<file path="config.mk">
export PLATFORM = sky130hd
export DESIGN_NAME = apc_ctrl
export DESIGN_NICKNAME = d
export VERILOG_FILES = /design/src/apc_pkg.sv /design/src/apc_ctrl.sv /design/src/apc_result_format.sv
export SDC_FILE = /design/constraint.sdc
export NUM_CORES = 1
export LEC_CHECK = 0
export BUFFER_PORTS_ARGS = -buffer_cell sky130_fd_sc_hd__buf_2
export CORE_AREA = 2 2 72 74
export DETAILED_ROUTE_END_ITERATION = 8
export DIE_AREA = 0 0 74 76
export PLACE_DENSITY = 0.76
export SYNTH_ARGS = -nofsm -noshare
export SYNTH_HDL_FRONTEND = slang
export SYNTH_SLANG_ARGS = --single-unit
</file>
<file path="constraint.sdc">
create_clock -name CLOCK -period 1.5 [get_ports CLOCK]
set_input_delay 0.225 -clock CLOCK [delete_from_list [all_inputs] [get_ports CLOCK]]
set_output_delay 0.225 -clock CLOCK [all_outputs]
set_load 0.05 [all_outputs]
</file>
<file path="src/apc_pkg.sv">
// Package of constants for the converter power, format and channel control block
`default_nettype none

package apc_pkg;

  // ----------------------------------------------------------------
  // Bus and register map
  // ----------------------------------------------------------------
  localparam int          APC_ADDR_W          = 8;
  localparam int          APC_DATA_W          = 32;
  localparam logic [7:0]  APC_OFF_CTRL_ZERO   = 8'h00;
  localparam logic [7:0]  APC_OFF_CTRL_ONE    = 8'h04;
  localparam logic [7:0]  APC_OFF_RESULT_HIGH = 8'h08;
  localparam logic [7:0]  APC_OFF_RESULT_LOW  = 8'h0C;

  // ----------------------------------------------------------------
  // Field positions
  // ----------------------------------------------------------------
  localparam int          APC_POWER_DOWN_BIT  = 5;
  localparam int          APC_JUSTIFY_BIT     = 4;
  localparam int          APC_UNUSED_BIT      = 3;
  localparam int          APC_SELECT_LSB      = 0;
  localparam int          APC_SELECT_W        = 3;
  localparam int          APC_REF_ROUTE_BIT   = 7;

  // ----------------------------------------------------------------
  // Converter geometry
  // ----------------------------------------------------------------
  localparam int          APC_RESULT_W        = 12;
  localparam int          APC_CHANNELS        = 8;
  localparam int          APC_BYTE_W          = 8;
  localparam int          APC_PAD_W           = 4;

  // ----------------------------------------------------------------
  // Reset values
  // ----------------------------------------------------------------
  localparam logic        APC_RST_POWER_DOWN  = 1'b1;
  localparam logic        APC_RST_JUSTIFY     = 1'b0;
  localparam logic [2:0]  APC_RST_SELECT      = 3'h0;
  localparam logic        APC_RST_REF_ROUTE   = 1'b0;
  localparam logic [11:0] APC_RST_RESULT      = 12'h000;

endpackage : apc_pkg

`default_nettype wire

</file>
<file path="src/apc_ctrl.sv">
// Converter power-down, result format and input channel control with an APB slave
//
// Chosen here: the APB register port and the register offsets.
`timescale 1ns/10ps
`default_nettype none

module apc_ctrl
  import apc_pkg::*;
(
  input  wire logic                    CLOCK,
  input  wire logic                    RST_N,
  input  wire logic                    PSEL,
  input  wire logic                    PENABLE,
  input  wire logic                    PWRITE,
  input  wire logic [APC_ADDR_W-1:0]   PADDR,
  input  wire logic [APC_DATA_W-1:0]   PWDATA,
  output logic      [APC_DATA_W-1:0]   PRDATA,
  output logic                         PREADY,
  output logic                         PSLVERR,
  input  wire logic                    CONV_DONE,
  input  wire logic [APC_RESULT_W-1:0] CONV_DATA,
  output logic                         CONV_ENABLE,
  output logic      [APC_CHANNELS-1:0] INPUT_ENABLE,
  output logic                         REFERENCE_ROUTE,
  output logic      [APC_SELECT_W-1:0] INPUT_SELECT_LOW
);

  // ----------------------------------------------------------------
  // State
  // ----------------------------------------------------------------
  typedef struct packed {
    logic                    converter_power_down;
    logic                    result_justify_select;
    logic [APC_SELECT_W-1:0] input_select_low;
    logic                    internal_reference_route;
    logic [APC_RESULT_W-1:0] result;
    logic                    pready;
    logic                    pslverr;
    logic [APC_DATA_W-1:0]   prdata;
    logic                    conv_enable;
    logic [APC_CHANNELS-1:0] input_enable;
    logic                    reference_route;
    logic [APC_SELECT_W-1:0] select_out;
  } apc_state_s;

  apc_state_s                s;
  apc_state_s                next_s;
  logic [APC_CHANNELS-1:0]   chan_hot;
  logic [APC_BYTE_W-1:0]     high_byte;
  logic [APC_BYTE_W-1:0]     low_byte;
  logic                      access;
  logic                      fire;

  // ----------------------------------------------------------------
  // Result formatting
  // ----------------------------------------------------------------
  apc_result_format u_format (
    .result        (s.result),
    .justify_right (s.result_justify_select),
    .high_byte     (high_byte),
    .low_byte      (low_byte)
  );

  // ----------------------------------------------------------------
  // Channel decode
  // ----------------------------------------------------------------
  genvar g;
  generate
    for (g = 0; g < APC_CHANNELS; g++)
    begin : g_chan
      assign chan_hot[g] = (s.input_select_low == APC_SELECT_W'(g));
    end
  endgenerate

  assign access = PSEL && PENABLE;
  assign fire   = access && s.pready;

  // ----------------------------------------------------------------
  // Next state
  // ----------------------------------------------------------------
  always_comb
  begin
    logic [APC_DATA_W-1:0] rd;
    logic                  err;
    rd     = '0;
    err    = 1'b0;
    next_s = s;

    // Read data and address decode
    case (PADDR)
      APC_OFF_CTRL_ZERO:
      begin
        rd[APC_POWER_DOWN_BIT] = s.converter_power_down;
        rd[APC_JUSTIFY_BIT]    = s.result_justify_select;
        rd[APC_SELECT_LSB +: APC_SELECT_W] = s.input_select_low;
        rd[APC_UNUSED_BIT]     = 1'b0;
      end
      APC_OFF_CTRL_ONE:
      begin
        rd[APC_REF_ROUTE_BIT]  = s.internal_reference_route;
      end
      APC_OFF_RESULT_HIGH:
      begin
        rd[APC_BYTE_W-1:0]     = high_byte;
      end
      APC_OFF_RESULT_LOW:
      begin
        rd[APC_BYTE_W-1:0]     = low_byte;
      end
      default:
      begin
        err = 1'b1;
      end
    endcase

    // One wait cycle, then the answer stands for a single cycle
    next_s.pready  = access && !s.pready;
    next_s.pslverr = (access && !s.pready) ? err : 1'b0;
    next_s.prdata  = (access && !s.pready && !PWRITE) ? rd : '0;

    // Writes land only at the completing edge
    if (fire && PWRITE)
    begin
      case (PADDR)
        APC_OFF_CTRL_ZERO:
        begin
          next_s.converter_power_down  = PWDATA[APC_POWER_DOWN_BIT];
          next_s.result_justify_select = PWDATA[APC_JUSTIFY_BIT];
          next_s.input_select_low      = PWDATA[APC_SELECT_LSB +: APC_SELECT_W];
        end
        APC_OFF_CTRL_ONE:
        begin
          next_s.internal_reference_route = PWDATA[APC_REF_ROUTE_BIT];
        end
        default:
        begin
          next_s.result = s.result;
        end
      endcase
    end

    // Results are taken only from a powered converter
    if (CONV_DONE && !s.converter_power_down)
    begin
      next_s.result = CONV_DATA;
    end

    // Analogue side controls
    next_s.conv_enable     = !s.converter_power_down;
    next_s.reference_route = !s.converter_power_down && s.internal_reference_route;
    next_s.select_out      = s.input_select_low;
    if (s.converter_power_down || s.internal_reference_route)
    begin
      next_s.input_enable = '0;
    end
    else
    begin
      next_s.input_enable = chan_hot;
    end
  end

  // ----------------------------------------------------------------
  // Registers
  // ----------------------------------------------------------------
  always_ff @(posedge CLOCK or negedge RST_N)
  begin
    if (!RST_N)
    begin
      s                          <= '0;
      s.converter_power_down     <= APC_RST_POWER_DOWN;
      s.result_justify_select    <= APC_RST_JUSTIFY;
      s.input_select_low         <= APC_RST_SELECT;
      s.internal_reference_route <= APC_RST_REF_ROUTE;
      s.result                   <= APC_RST_RESULT;
    end
    else
    begin
      s <= next_s;
    end
  end

  assign PRDATA           = s.prdata;
  assign PREADY           = s.pready;
  assign PSLVERR          = s.pslverr;
  assign CONV_ENABLE      = s.conv_enable;
  assign INPUT_ENABLE     = s.input_enable;
  assign REFERENCE_ROUTE  = s.reference_route;
  assign INPUT_SELECT_LOW = s.select_out;
endmodule : apc_ctrl

`default_nettype wire

</file>
<file path="src/apc_result_format.sv">
// Places the stored conversion result into the high and low result bytes
`timescale 1ns/10ps
`default_nettype none

module apc_result_format
  import apc_pkg::*;
(
  input  wire logic [APC_RESULT_W-1:0] result,
  input  wire logic                    justify_right,
  output logic      [APC_BYTE_W-1:0]   high_byte,
  output logic      [APC_BYTE_W-1:0]   low_byte
);

  // ----------------------------------------------------------------
  // Justification
  // ----------------------------------------------------------------
  always_comb
  begin
    if (justify_right)
    begin
      high_byte = {{APC_PAD_W{1'b0}}, result[11:8]};
      low_byte  = result[7:0];
    end
    else
    begin
      high_byte = result[11:4];
      low_byte  = {result[3:0], {APC_PAD_W{1'b0}}};
    end
  end

endmodule : apc_result_format

`default_nettype wire
</file>
# After elaboration in Yosys (flattened, before gate mapping)
# Cells that the tools add are included.
[word_totals] register_bits=41 inputBits=58 output_inout_bits=47
[classes] n_eq_ne=10 n_mux=10 n_reduce_logical=16
[op_table] operator="two-way mux 8 bit" count=4
[op_table] operator="one-hot mux 6 bit (3 select lines)" count=1
[op_table] operator="equality test 8 x 4 -> 1 bit (second input constant)" count=2
[op_table] operator="equality test 3 bit (second input constant)" count=4
[op_table] operator="two-way mux 12 bit" count=1
[op_table] operator="equality test 8 x 3 -> 1 bit (second input constant)" count=1
[op_table] operator="logical NOT 8 bit" count=1
[op_table] operator="logical AND 1 bit" count=7
[op_table] operator="equality test 3 x 2 -> 1 bit (second input constant)" count=2
[op_table] operator="AND reduction 2 bit" count=2
[op_table] operator="OR reduction 4 bit" count=1
[op_table] operator="equality test 3 x 1 -> 1 bit (second input constant)" count=1
[op_table] operator="logical NOT 1 bit" count=3
[op_table] operator="logical NOT 3 bit" count=1
[op_table] operator="one-hot mux 1 bit (3 select lines)" count=1
[op_table] operator="two-way mux 1 bit" count=2
[op_table] operator="one-hot mux 1 bit (2 select lines)" count=1
[op_table] operator="logical OR 1 bit" count=1

# Logic depth before layout (Yosys ltp)
# Gate-level depths: netlist of run 1.
[logic_depth] word_depth=4 depth_mapped=5

# Cells and area by module
# A second synthesis of run 1 with hierarchy kept.
[unflattened] cells_unflattened=173 hier_area_um2=2099.5
[by_module_without_submodules] mod="apc_ctrl" n_inst=1 cells_each=155 area_each_um2=1925.6 seq_area_each_um2=1027.2
[by_module_without_submodules] mod="apc_result_format" n_inst=1 cells_each=18 area_each_um2=173.9 seq_area_each_um2=0.0

# Worst setup path after synthesis of run 1
# No wires, ideal clock.
[synth_path] kind="register -> register" startpoint="register s, in the netlist PREADY" endpoint="register s, in the netlist next_s[0]" setup_time_ps=125 arrival_time_ps=1461 required_time_ps=1375 setup_slack_ps=-86 stages_incl_launch_ff=4 path_buffers=0 path_cell_list="dfrtp_1 and4_1 nand4_4 mux2_4"
[synth_between] elab_chain_cells=3
[synth_rtl] item="start: declaration" line="apc_ctrl.sv:46" source="apc_state_s s;"
[synth_rtl] item="start signal: assignment" line="apc_ctrl.sv:178" source="s <= next_s;"
[synth_rtl] item="logical AND 1 bit" line="apc_ctrl.sv:76" source="assign fire = access && s.pready;"
[synth_rtl] item="logical AND 1 bit" line="apc_ctrl.sv:122" source="if (fire && PWRITE)"
[synth_rtl] item="AND reduction 2 bit (no source line)"
# Every way passes these cells.
# A chain may end at the register's enable or synchronous reset.

==> results of run 1 <==
-- state kept, by name (all words and copies together) (netlist names) --
register and count:
PREADY 1, PSLVERR 1, INPUT_ENABLE 8, INPUT_SELECT_LOW 3, PRDATA 8, s 15
CONV_ENABLE 1, REFERENCE_ROUTE 1, next_s 3
-- path summary, 6_finish.rpt --
path	from	end	slack [ps]	depth (start not counted)
max in group asynchronous	RST_N	s[64]	540	3
setup reg to reg	PREADY	PRDATA[0]	100	4
hold / removal	CONV_DATA[2]	s[49]	160	2
setup / recovery	PREADY	PRDATA[0]	100	4
min in group asynchronous	RST_N	PRDATA[1]	410	2
hold reg to reg	next_s[1]	INPUT_SELECT_LOW[1]	460	0
-- cell usage after synthesis, types with 2 or more instances --
master    number  area share (%)
buf_4         43              15
dfrtp_1       40              48
mux2_2        17             9.2
nor2_1        12             2.2
buf_2          5             1.2
mux2_4         5             3.6
nand2b_1       5             1.5
nand3_1        5             1.2
a21o_1         4             1.4
a21oi_1        4            0.96
a211oi_1       3             1.1
mux2i_1        3             1.4
nand2_1        3            0.54
nand3b_1       3             1.1
nor2b_1        3            0.90
nor3_1         2            0.48
nor3b_1        2            0.72
o21ai_0        2            0.48
-- worst reg2reg max path, stage by stage (launching register included) --
cell,delay (ps)
dfrtp_2,440
nor4bb_4,290
nand3_2,210
buf_4,220
a21oi_1,150
-- where the power goes --
group | switching (mW) | internal (mW)
Sequential | 0.0279 | 1.14
Combinational | 0.240 | 0.113
Clock | 0.390 | 0.670
-- through the flow --
stage                     hold slack [ps]  setup TNS, ps  setup slack, ps  total power, mW
after floorplan                     -70.6              0             68.2             1.49
after global placement                189          -1630             -138             1.53
after detailed placement              198          -1770             -161             1.54
after CTS                             147              0             4.10             2.61
after global routing                  150              0             4.62             2.69
final                                 158              0             97.4             2.58
-- timing repair --
item	in CTS	in global routing
resized for setup	1	3
hold endpoints to repair	18	0
hold buffers	1	0
endpoints found under the setup margin	12	8
setup buffers	0	0
-- final cells by class --
cell class,count,area (sq um)
well taps,70,87.6
fillers,455,2490
inverters,1,3.75
clock inverters,3,68.8
clock buffers,5,68.8
multi-input cells,110,812
repair buffers,63,353
flip-flops and latches,41,1030
-- routing by layer --
metal | global-route usage (%) | share of wire (%) | vias to the layer above | routed length (um)
met3 | 4.23 | 6.3 | 6 | 226
met2 | 22.8 | 51 | 46 | 1820
met4 | 4.91 | 1.6 | 0 | 57
li1 | - | - | 625 | -
met1 | 16.5 | 41 | 605 | 1460
met5 | 0 | 0 | - | 0
-- cell families after synthesis --
logic type / after synthesis / synth area share (%)
buf+inv: 51 / 17.2
compound gates: 17 / 5.40
simple gates: 44 / 13.7
other cells: 1 / 0.180
mux: 25 / 14.2
flops: 41 / 49.3
==> results.sh, run 1 <==
export IMPL_drt_iter0_drc=63
export IMPL_antenna_left=0
export IMPL_drc_errors=0
export IMPL_grt_antenna_before_repair=0
export IMPL_grt_max_degree=24
export IMPL_synth_main_ff_cell="dfrtp_1"
export IMPL_async_reset_ff_share_pct=100
export IMPL_start_util_pct=42.5
export IMPL_final_common_cell="buf_2"
export IMPL_crit_buf_inv=1
export IMPL_finalHoldViolCount=0
export IMPL_cts_buffers=5
export IMPL_synth_seq_area_share_pct=49.3
export IMPL_grt_pass1_wl_um=5910
export IMPL_finalNonFillerCells=293
export IMPL_diodes=0
export IMPL_syn_inst=179
export IMPL_finalSetupViolCount=0
export IMPL_critPathMaxFanout=6
export IMPL_cap_violations=0
export IMPL_post_route_util_pct=49.3
export IMPL_cts_sink_count=41
export IMPL_p_leak_nw=1.21
export IMPL_die_x_um=74
export IMPL_ios=105
export IMPL_min_period_over_period_pct=93.5
export IMPL_rows=26
export IMPL_routed_via_density=4.38
export IMPL_avgRoutedWirePerCell_um=12.2
export IMPL_yosysWarnings=0
export IMPL_clock_latency_ps=290
export IMPL_grt_pass1_vias=1262
export IMPL_max_vdd_ir_drop_mv=0.409
export IMPL_die_area_sq_um=5620
export IMPL_slew_headroom_pct=61.3
export IMPL_avgSynthCellArea_sq_um=11.7
export IMPL_firstDrtPassIters=3
export IMPL_synth_area_sq_um=2090
export IMPL_nNetsFinal=280
export IMPL_grt_usage_pct=13.7
export IMPL_drive_above_1_share_pct=44.8
export IMPL_place_area_sq_um=2250
export IMPL_vias=1282
export IMPL_worstPathCellList="nor4bb_4 -> nand3_2 -> buf_4 -> a21oi_1"
export IMPL_die_h_um=76
export IMPL_crit_required_ps=1710
export IMPL_final_cell_mix="buf_2 (54), dfrtp_1 (39), conb_1 (24)"
export IMPL_gp_congestion=0.770
export IMPL_startpoint_type="flip-flop"
export IMPL_h_tree_depth=2
export IMPL_cpPeakStageDelay_ps=440
export IMPL_crit_family="simple AND/OR/NAND/NOR gates"
export IMPL_maxSlewViolCount=0
export IMPL_crit_path_top_delay_cell="dfrtp_2"
export IMPL_core_area_sq_um=4910
export IMPL_skew_ps=5.33
export IMPL_status="completed"
export IMPL_synth_edf_count=0
export IMPL_criticalPathCategory="reg -> reg"
export IMPL_grt_overflow=0
export IMPL_min_period_ps=1400
export IMPL_port_buffers=54
export IMPL_area_growth_pct=16.1
export IMPL_finalWirelength_um=3570
export IMPL_end_kind="flip-flop"
export IMPL_dp_hpwl_um=2680
export IMPL_clockBufferDepth=2
export IMPL_min_path_type="in -> reg"
export IMPL_worstMarginPinSlew_ps=578
export IMPL_placedCellCount=284
export IMPL_power_density_nw_per_um2=1070
export IMPL_rsz0062_at_grt="no"
export IMPL_arrival_ps=1610
export IMPL_final_area_sq_um=2420
export IMPL_cts_root_buffer="clkbuf_8"
export IMPL_max_freq_mhz=713
export IMPL_ys_seq_elements=41
export IMPL_tritoncts="built"
export IMPL_netlist_cell_type_count=36
export IMPL_clkSlewWorstSetupHoldPaths_ps=80
Note: power is estimated with default switching activity, not from simulation.
==> run 2, diff against run 1 <==
- ABC_AREA: default -> 1
- RECOVER_POWER: default -> 50
==> run 2 against run 1 <==
Effect of this change: worst hold slack improved by 1.2 ps; synthesized cell count increased by 30%; wire length decreased by 0.62%; sequential power decreased by 4%; flip-flop and latch count unchanged; power decreased by 13%; register-to-register slack about the same; sequential share of layout area increased by 1.9 points; critical path type unchanged.
==> results.sh, run 2 <==
export IMPL_placedCellCount=336
export IMPL_antenna_left=0
export IMPL_skew_ps=6.89
export IMPL_async_reset_ff_share_pct=100
export IMPL_die_x_um=74
export IMPL_status="completed"
export IMPL_post_synth_top_area_fraction_pct=47.9
export IMPL_criticalPathCategory="reg -> reg"
export IMPL_ios=105
export IMPL_multiInputGateArea_sq_um=733
export IMPL_synth_seq_area_share_pct=49.2
export IMPL_crit_family="flip-flops"
export IMPL_rows=26
export IMPL_cpPeakStageDelay_ps=570
export IMPL_final_cell_mix="buf_2 (54), dfrtp_1 (40), nand2_1 (40)"
export IMPL_cts_repair_resized=0
export IMPL_diodes=0
export IMPL_h_tree_depth=2
export IMPL_regMostFlops="s"
export IMPL_hold_path_end="s[54]"
export IMPL_max_vdd_ir_drop_mv=0.582
export IMPL_min_period_ps=1410
export IMPL_place_area_sq_um=2220
export IMPL_whs_path_depth=2
export IMPL_hold_start="CONV_DATA[7]"
export IMPL_cts_buffers=5
export IMPL_rsz0062_at_grt="no"
export IMPL_p_total_mw=2.24
export IMPL_start_util_pct=42.5
export IMPL_crit_buf_inv=1
export IMPL_reg2reg_from="s[64]"
export IMPL_clockBufferDepth=2
export IMPL_grt_pass1_vias=1380
export IMPL_port_buffers=54
export IMPL_end_kind="flip-flop"
export IMPL_finalSetupViolCount=0
export IMPL_grt_usage_pct=14.3
export IMPL_synthTopCellsByArea="dfrtp_1 (48%), buf_4 (15%), nand2_1 (7.2%)"
export IMPL_vias=1463
export IMPL_grt_pass1_wl_um=6060
export IMPL_register_area_sq_um=1030
export IMPL_critPathMaxFanout=14
export IMPL_finalWirelength_um=3540
export IMPL_ys_seq_elements=41
export IMPL_final_common_cell="buf_2"
export IMPL_worstMarginPinSlew_ps=543
export IMPL_netlist_cell_type_count=20
export IMPL_tritoncts="built"
export IMPL_p_leak_nw=1.30
export IMPL_slew_headroom_pct=63.8
export IMPL_fill_cells=492
export IMPL_maxSlewViolCount=0
export IMPL_finalNonFillerCells=345
export IMPL_area_growth_pct=10.9
export IMPL_crit_reg2reg_capture="s[52]"
export IMPL_dp_hpwl_um=2750
export IMPL_synth_edf_count=0
export IMPL_die_h_um=76
export IMPL_largest_register_ffs=15
export IMPL_grt_antenna_before_repair=0
export IMPL_avgRoutedWirePerCell_um=10.3
export IMPL_postCtsSetupBuffers=0
export IMPL_min_path_type="in -> reg"
export IMPL_synth_most_common_cell="buf_4"
export IMPL_crit_required_ps=1680
export IMPL_startpoint_type="flip-flop"
export IMPL_drive_above_1_share_pct=30.5
export IMPL_power_density_nw_per_um2=965
export IMPL_worstPathCellList="inv_1 -> nand2_2 -> mux2_2"
export IMPL_rrSetupSlack_ps=90
export IMPL_synth_main_ff_cell="dfrtp_1"
export IMPL_reg2reg_depth=3
export IMPL_routed_via_density=4.24
export IMPL_gp_congestion=0.827
export IMPL_arrival_ps=1590
export IMPL_timing_setup_tns_ps=0
export IMPL_nNetsFinal=332
export IMPL_synth_area_sq_um=2090
export IMPL_grt_overflow=0
export IMPL_synth_area_leader_cell="dfrtp_1"
export IMPL_drc_errors=0
export IMPL_firstDrtPassIters=4
export IMPL_min_period_over_period_pct=94.0
export IMPL_max_freq_mhz=710
export IMPL_clkSlewWorstSetupHoldPaths_ps=70
export IMPL_drt_iter0_drc=40
export IMPL_cts_sink_count=41
export IMPL_cts_root_buffer="clkbuf_8"
export IMPL_ys_top_cells_by_count="buf_4 (43), dfrtp_1 (40), nand2_1 (40)"
export IMPL_final_area_sq_um=2320
export IMPL_post_route_util_pct=47.1
export IMPL_avgSynthCellArea_sq_um=8.96
export IMPL_finalHoldViolCount=0
export IMPL_clock_latency_ps=300
export IMPL_grt_max_degree=23
export IMPL_die_area_sq_um=5620
export IMPL_syn_inst=233
export IMPL_postCtsHoldBufs=1
export IMPL_crit_path_top_delay_cell="dfstp_2"
export IMPL_core_area_sq_um=4910
export IMPL_cap_violations=0
export IMPL_yosysWarnings=0
run 2: cell count changes in the layout (fill, tap and decap cells not counted), sizes merged, moves of 6 or more:
cell | before | now
nor2 | 12 | 42
inv | 2 | 18
buf | 62 | 55
a21oi | 4 | 10
nand2 | 3 | 43
nand3 | 6 | 15
mux2 | 22 | 10
run 2: through the flow:
| stage | worst slack, ps | hold slack (ps) |
|---|---|---|
| 2_1_floorplan | 228 | -70.6 |
| 3_3_place_gp | 144 | 212 |
| 3_5_place_dp | 118 | 221 |
| 4_1_cts | 100 | 153 |
| 5_1_grt | 14.5 | 145 |
| 6_report | 90.7 | 159 |
run 2: cell families (layout without fill, tap and decap cells):
group	count (synthesis)	in the layout	share of synthesized area, %
simple gates	101	101	21.1
buf+inv	64	83	19.7
flops	41	41	49.2
compound gates	16	16	4.43
mux	10	10	5.39
other cells	1	24	0.180
run 2: power by group:
part / total [mW] / switching (mW) / internal, mW / leakage, nW
registers: 1.12 / 0.00775 / 1.12 / 0.515
clock network: 0.858 / 0.365 / 0.493 / 0.0552
logic: 0.253 / 0.205 / 0.0480 / 0.731
total: 2.24 / 0.578 / 1.66 / 1.30
run 2: how the worst max path moves through the flow:
stage / from / to / slack (ps) / cells past startpoint
floorplan: s[64] / s[52] / 230 / 4
global placement: s[64] / s[58] / 140 / 3
detailed placement: s[64] / s[52] / 120 / 3
CTS: s[64] / s[48] / 100 / 3
global route: s[64] / s[48] / 10 / 3
finish: s[64] / s[52] / 90 / 3
run 2: routing by layer:
| metal | share of wire [%] | global-route usage, % | vias to the layer above | wire (um) |
|---|---|---|---|---|
| li1 | - | - | 743 | - |
| met1 | 44 | 17.2 | 655 | 1560 |
| met2 | 48 | 23.1 | 58 | 1710 |
| met3 | 6.4 | 6.08 | 7 | 227 |
| met4 | 1.4 | 3.82 | 0 | 51 |
| met5 | 0 | 0 | - | 0 |
run 2: cell type report:
class | instances | share of cell area (%)
well taps | 70 | 3.78
clock buffers | 6 | 3.13
multi-input cells | 151 | 31.7
inverters | 18 | 2.92
clock inverters | 2 | 1.51
flip-flops and latches | 41 | 44.4
repair buffers | 57 | 12.6
==> run 3, diff against run 2 <==
- CORE_AREA: 2 2 72 74 -> 2 2 69 71
- DIE_AREA: 0 0 74 76 -> 0 0 71 73
- PLACE_DENSITY: 0.76 -> 0.82
- SETUP_SLACK_MARGIN: default -> 0.2
- clock period: 1.5 -> 1.8 ns (I/O delays scaled with it)
==> run 3 against run 2 <==
Effect of this change: sequential share of layout area grew 0.36 points; largest cell class unchanged; clock-buffer cell count grew 1; wire length grew 1.4%; critical path depth is the same; combinational power shrank 17%.
==> results.sh, run 3 (synthesis gave the netlist of run 2 again) <==
export IMPL_status="completed"
export IMPL_cts_root_buffer="clkbuf_8"
export IMPL_area_growth_pct=10.0
export IMPL_tritoncts="built"
export IMPL_crit_family="flip-flops"
export IMPL_maxSlewViolCount=0
export IMPL_rows=25
export IMPL_regMostFlops="s"
export IMPL_diodes=0
export IMPL_timing_setup_tns_ps=0
export IMPL_die_x_um=71
export IMPL_max_vdd_ir_drop_mv=0.575
export IMPL_clkSlewWorstSetupHoldPaths_ps=70
export IMPL_end_kind="flip-flop"
export IMPL_crit_buf_inv=1
export IMPL_port_buffers=54
export IMPL_final_common_cell="buf_2"
export IMPL_grt_usage_pct=15.6
export IMPL_firstDrtPassIters=4
export IMPL_clockBufferDepth=2
export IMPL_rsz0062_at_grt="no"
export IMPL_gp_congestion=0.881
export IMPL_clock_latency_ps=290
export IMPL_die_h_um=73
export IMPL_worstMarginPinSlew_ps=514
export IMPL_criticalPathCategory="reg -> reg"
export IMPL_min_period_over_period_pct=79.2
export IMPL_largest_register_ffs=15
export IMPL_dp_hpwl_um=2820
export IMPL_nNetsFinal=331
export IMPL_final_area_sq_um=2300
export IMPL_crit_path_top_delay_cell="dfstp_1"
export IMPL_power_density_nw_per_um2=827
export IMPL_cap_violations=0
export IMPL_cts_repair_resized=0
export IMPL_worstPathCellList="inv_1 -> nand2_2 -> mux2_2"
export IMPL_antenna_left=0
export IMPL_drive_above_1_share_pct=29.9
export IMPL_finalHoldViolCount=0
export IMPL_place_area_sq_um=2190
export IMPL_die_area_sq_um=5180
export IMPL_drt_iter0_drc=83
export IMPL_avgRoutedWirePerCell_um=11.0
export IMPL_start_util_pct=46.0
export IMPL_critPathMaxFanout=14
export IMPL_routed_via_density=4.44
export IMPL_min_period_ps=1430
export IMPL_cpPeakStageDelay_ps=570
export IMPL_grt_pass1_vias=1398
export IMPL_ios=105
export IMPL_startpoint_type="flip-flop"
export IMPL_h_tree_depth=2
export IMPL_cts_sink_count=41
export IMPL_finalWirelength_um=3590
export IMPL_skew_ps=4.48
export IMPL_grt_max_degree=23
export IMPL_core_area_sq_um=4540
export IMPL_arrival_ps=1600
export IMPL_slew_headroom_pct=65.7
export IMPL_drc_errors=0
export IMPL_crit_required_ps=1970
export IMPL_p_leak_nw=1.30
export IMPL_cts_buffers=5
export IMPL_vias=1456
export IMPL_max_freq_mhz=701
export IMPL_final_cell_mix="buf_2 (54), dfrtp_1 (40), nand2_1 (40)"
export IMPL_grt_pass1_wl_um=6130
export IMPL_fill_cells=432
export IMPL_min_path_type="in -> reg"
export IMPL_grt_overflow=0
export IMPL_grt_antenna_before_repair=0
export IMPL_finalSetupViolCount=0
[run 3: cell types whose count changed in the layout (fill, tap and decap cells not counted), sizes merged]
cell	before	now
buf	55	54
clkinv	1	0
clkbuf	7	8
[run 3: worst paths after layout]
kind | start | end | depth (start not counted) | slack (ps)
max | s[64] | s[58] | 3 | 370
max in group asynchronous | RST_N | INPUT_SELECT_LOW[2] | 3 | 500
max reg2reg | s[64] | s[58] | 3 | 370
min reg2reg | next_s[2] | INPUT_SELECT_LOW[2] | 0 | 410
min in group asynchronous | RST_N | s[55] | 2 | 460
min | CONV_DATA[9] | s[56] | 2 | 210
[run 3: where the power goes]
group	total [mW]	internal, mW	switching, mW
registers	0.938	0.930	0.00718
clock network	0.752	0.452	0.300
logic	0.210	0.0399	0.170
total	1.90	1.42	0.477
[run 3: area by class of cell]
cell class | instances | area (sq um) | share of cell area [%]
timing repair buffer | 56 | 285 | 12.4
clock buffer | 7 | 86.3 | 3.76
clock inverter | 1 | 30.0 | 1.31
tap | 54 | 67.6 | 2.94
multi-input combinational | 151 | 733 | 31.9
sequential | 41 | 1030 | 44.7
inverter | 18 | 67.6 | 2.94
[run 3: worst register-to-register path, delay by kind of cell, from the launching register on]
kind          cells  cell delay, ps
simple gates      1             250
buf+inv           1             100
mux               1             380
flops             1             570
[run 3: through the flow]
step	util [%]	power, mW	setup slack [ps]	hold WS [ps]	cells
after detailed placement	48.2	1.17	421	248	319
after global routing	50.6	1.99	263	196	328
after CTS	51.0	1.93	405	198	328
final	50.6	1.90	374	207	328
after floorplan	-	1.14	528	-25.6	256
after global placement	48.2	1.17	449	254	319
[run 3: repair_timing]
action / 4_1_cts / 5_1_grt
buffers inserted: 0 / 0
endpoints found under the hold margin: 18 / 0
hold buffers: 1 / 0
setup endpoints to repair: 0 / 0
[run 3: metal layers]
metal	up-vias	part of all wire (%)	routed length, um	track usage, %
li1	739	-	-	-
met1	650	41	1470	18.0
met2	61	50	1810	27.6
met3	6	7.0	253	3.87
met4	0	1.5	53	6.92
met5	-	0	0	0
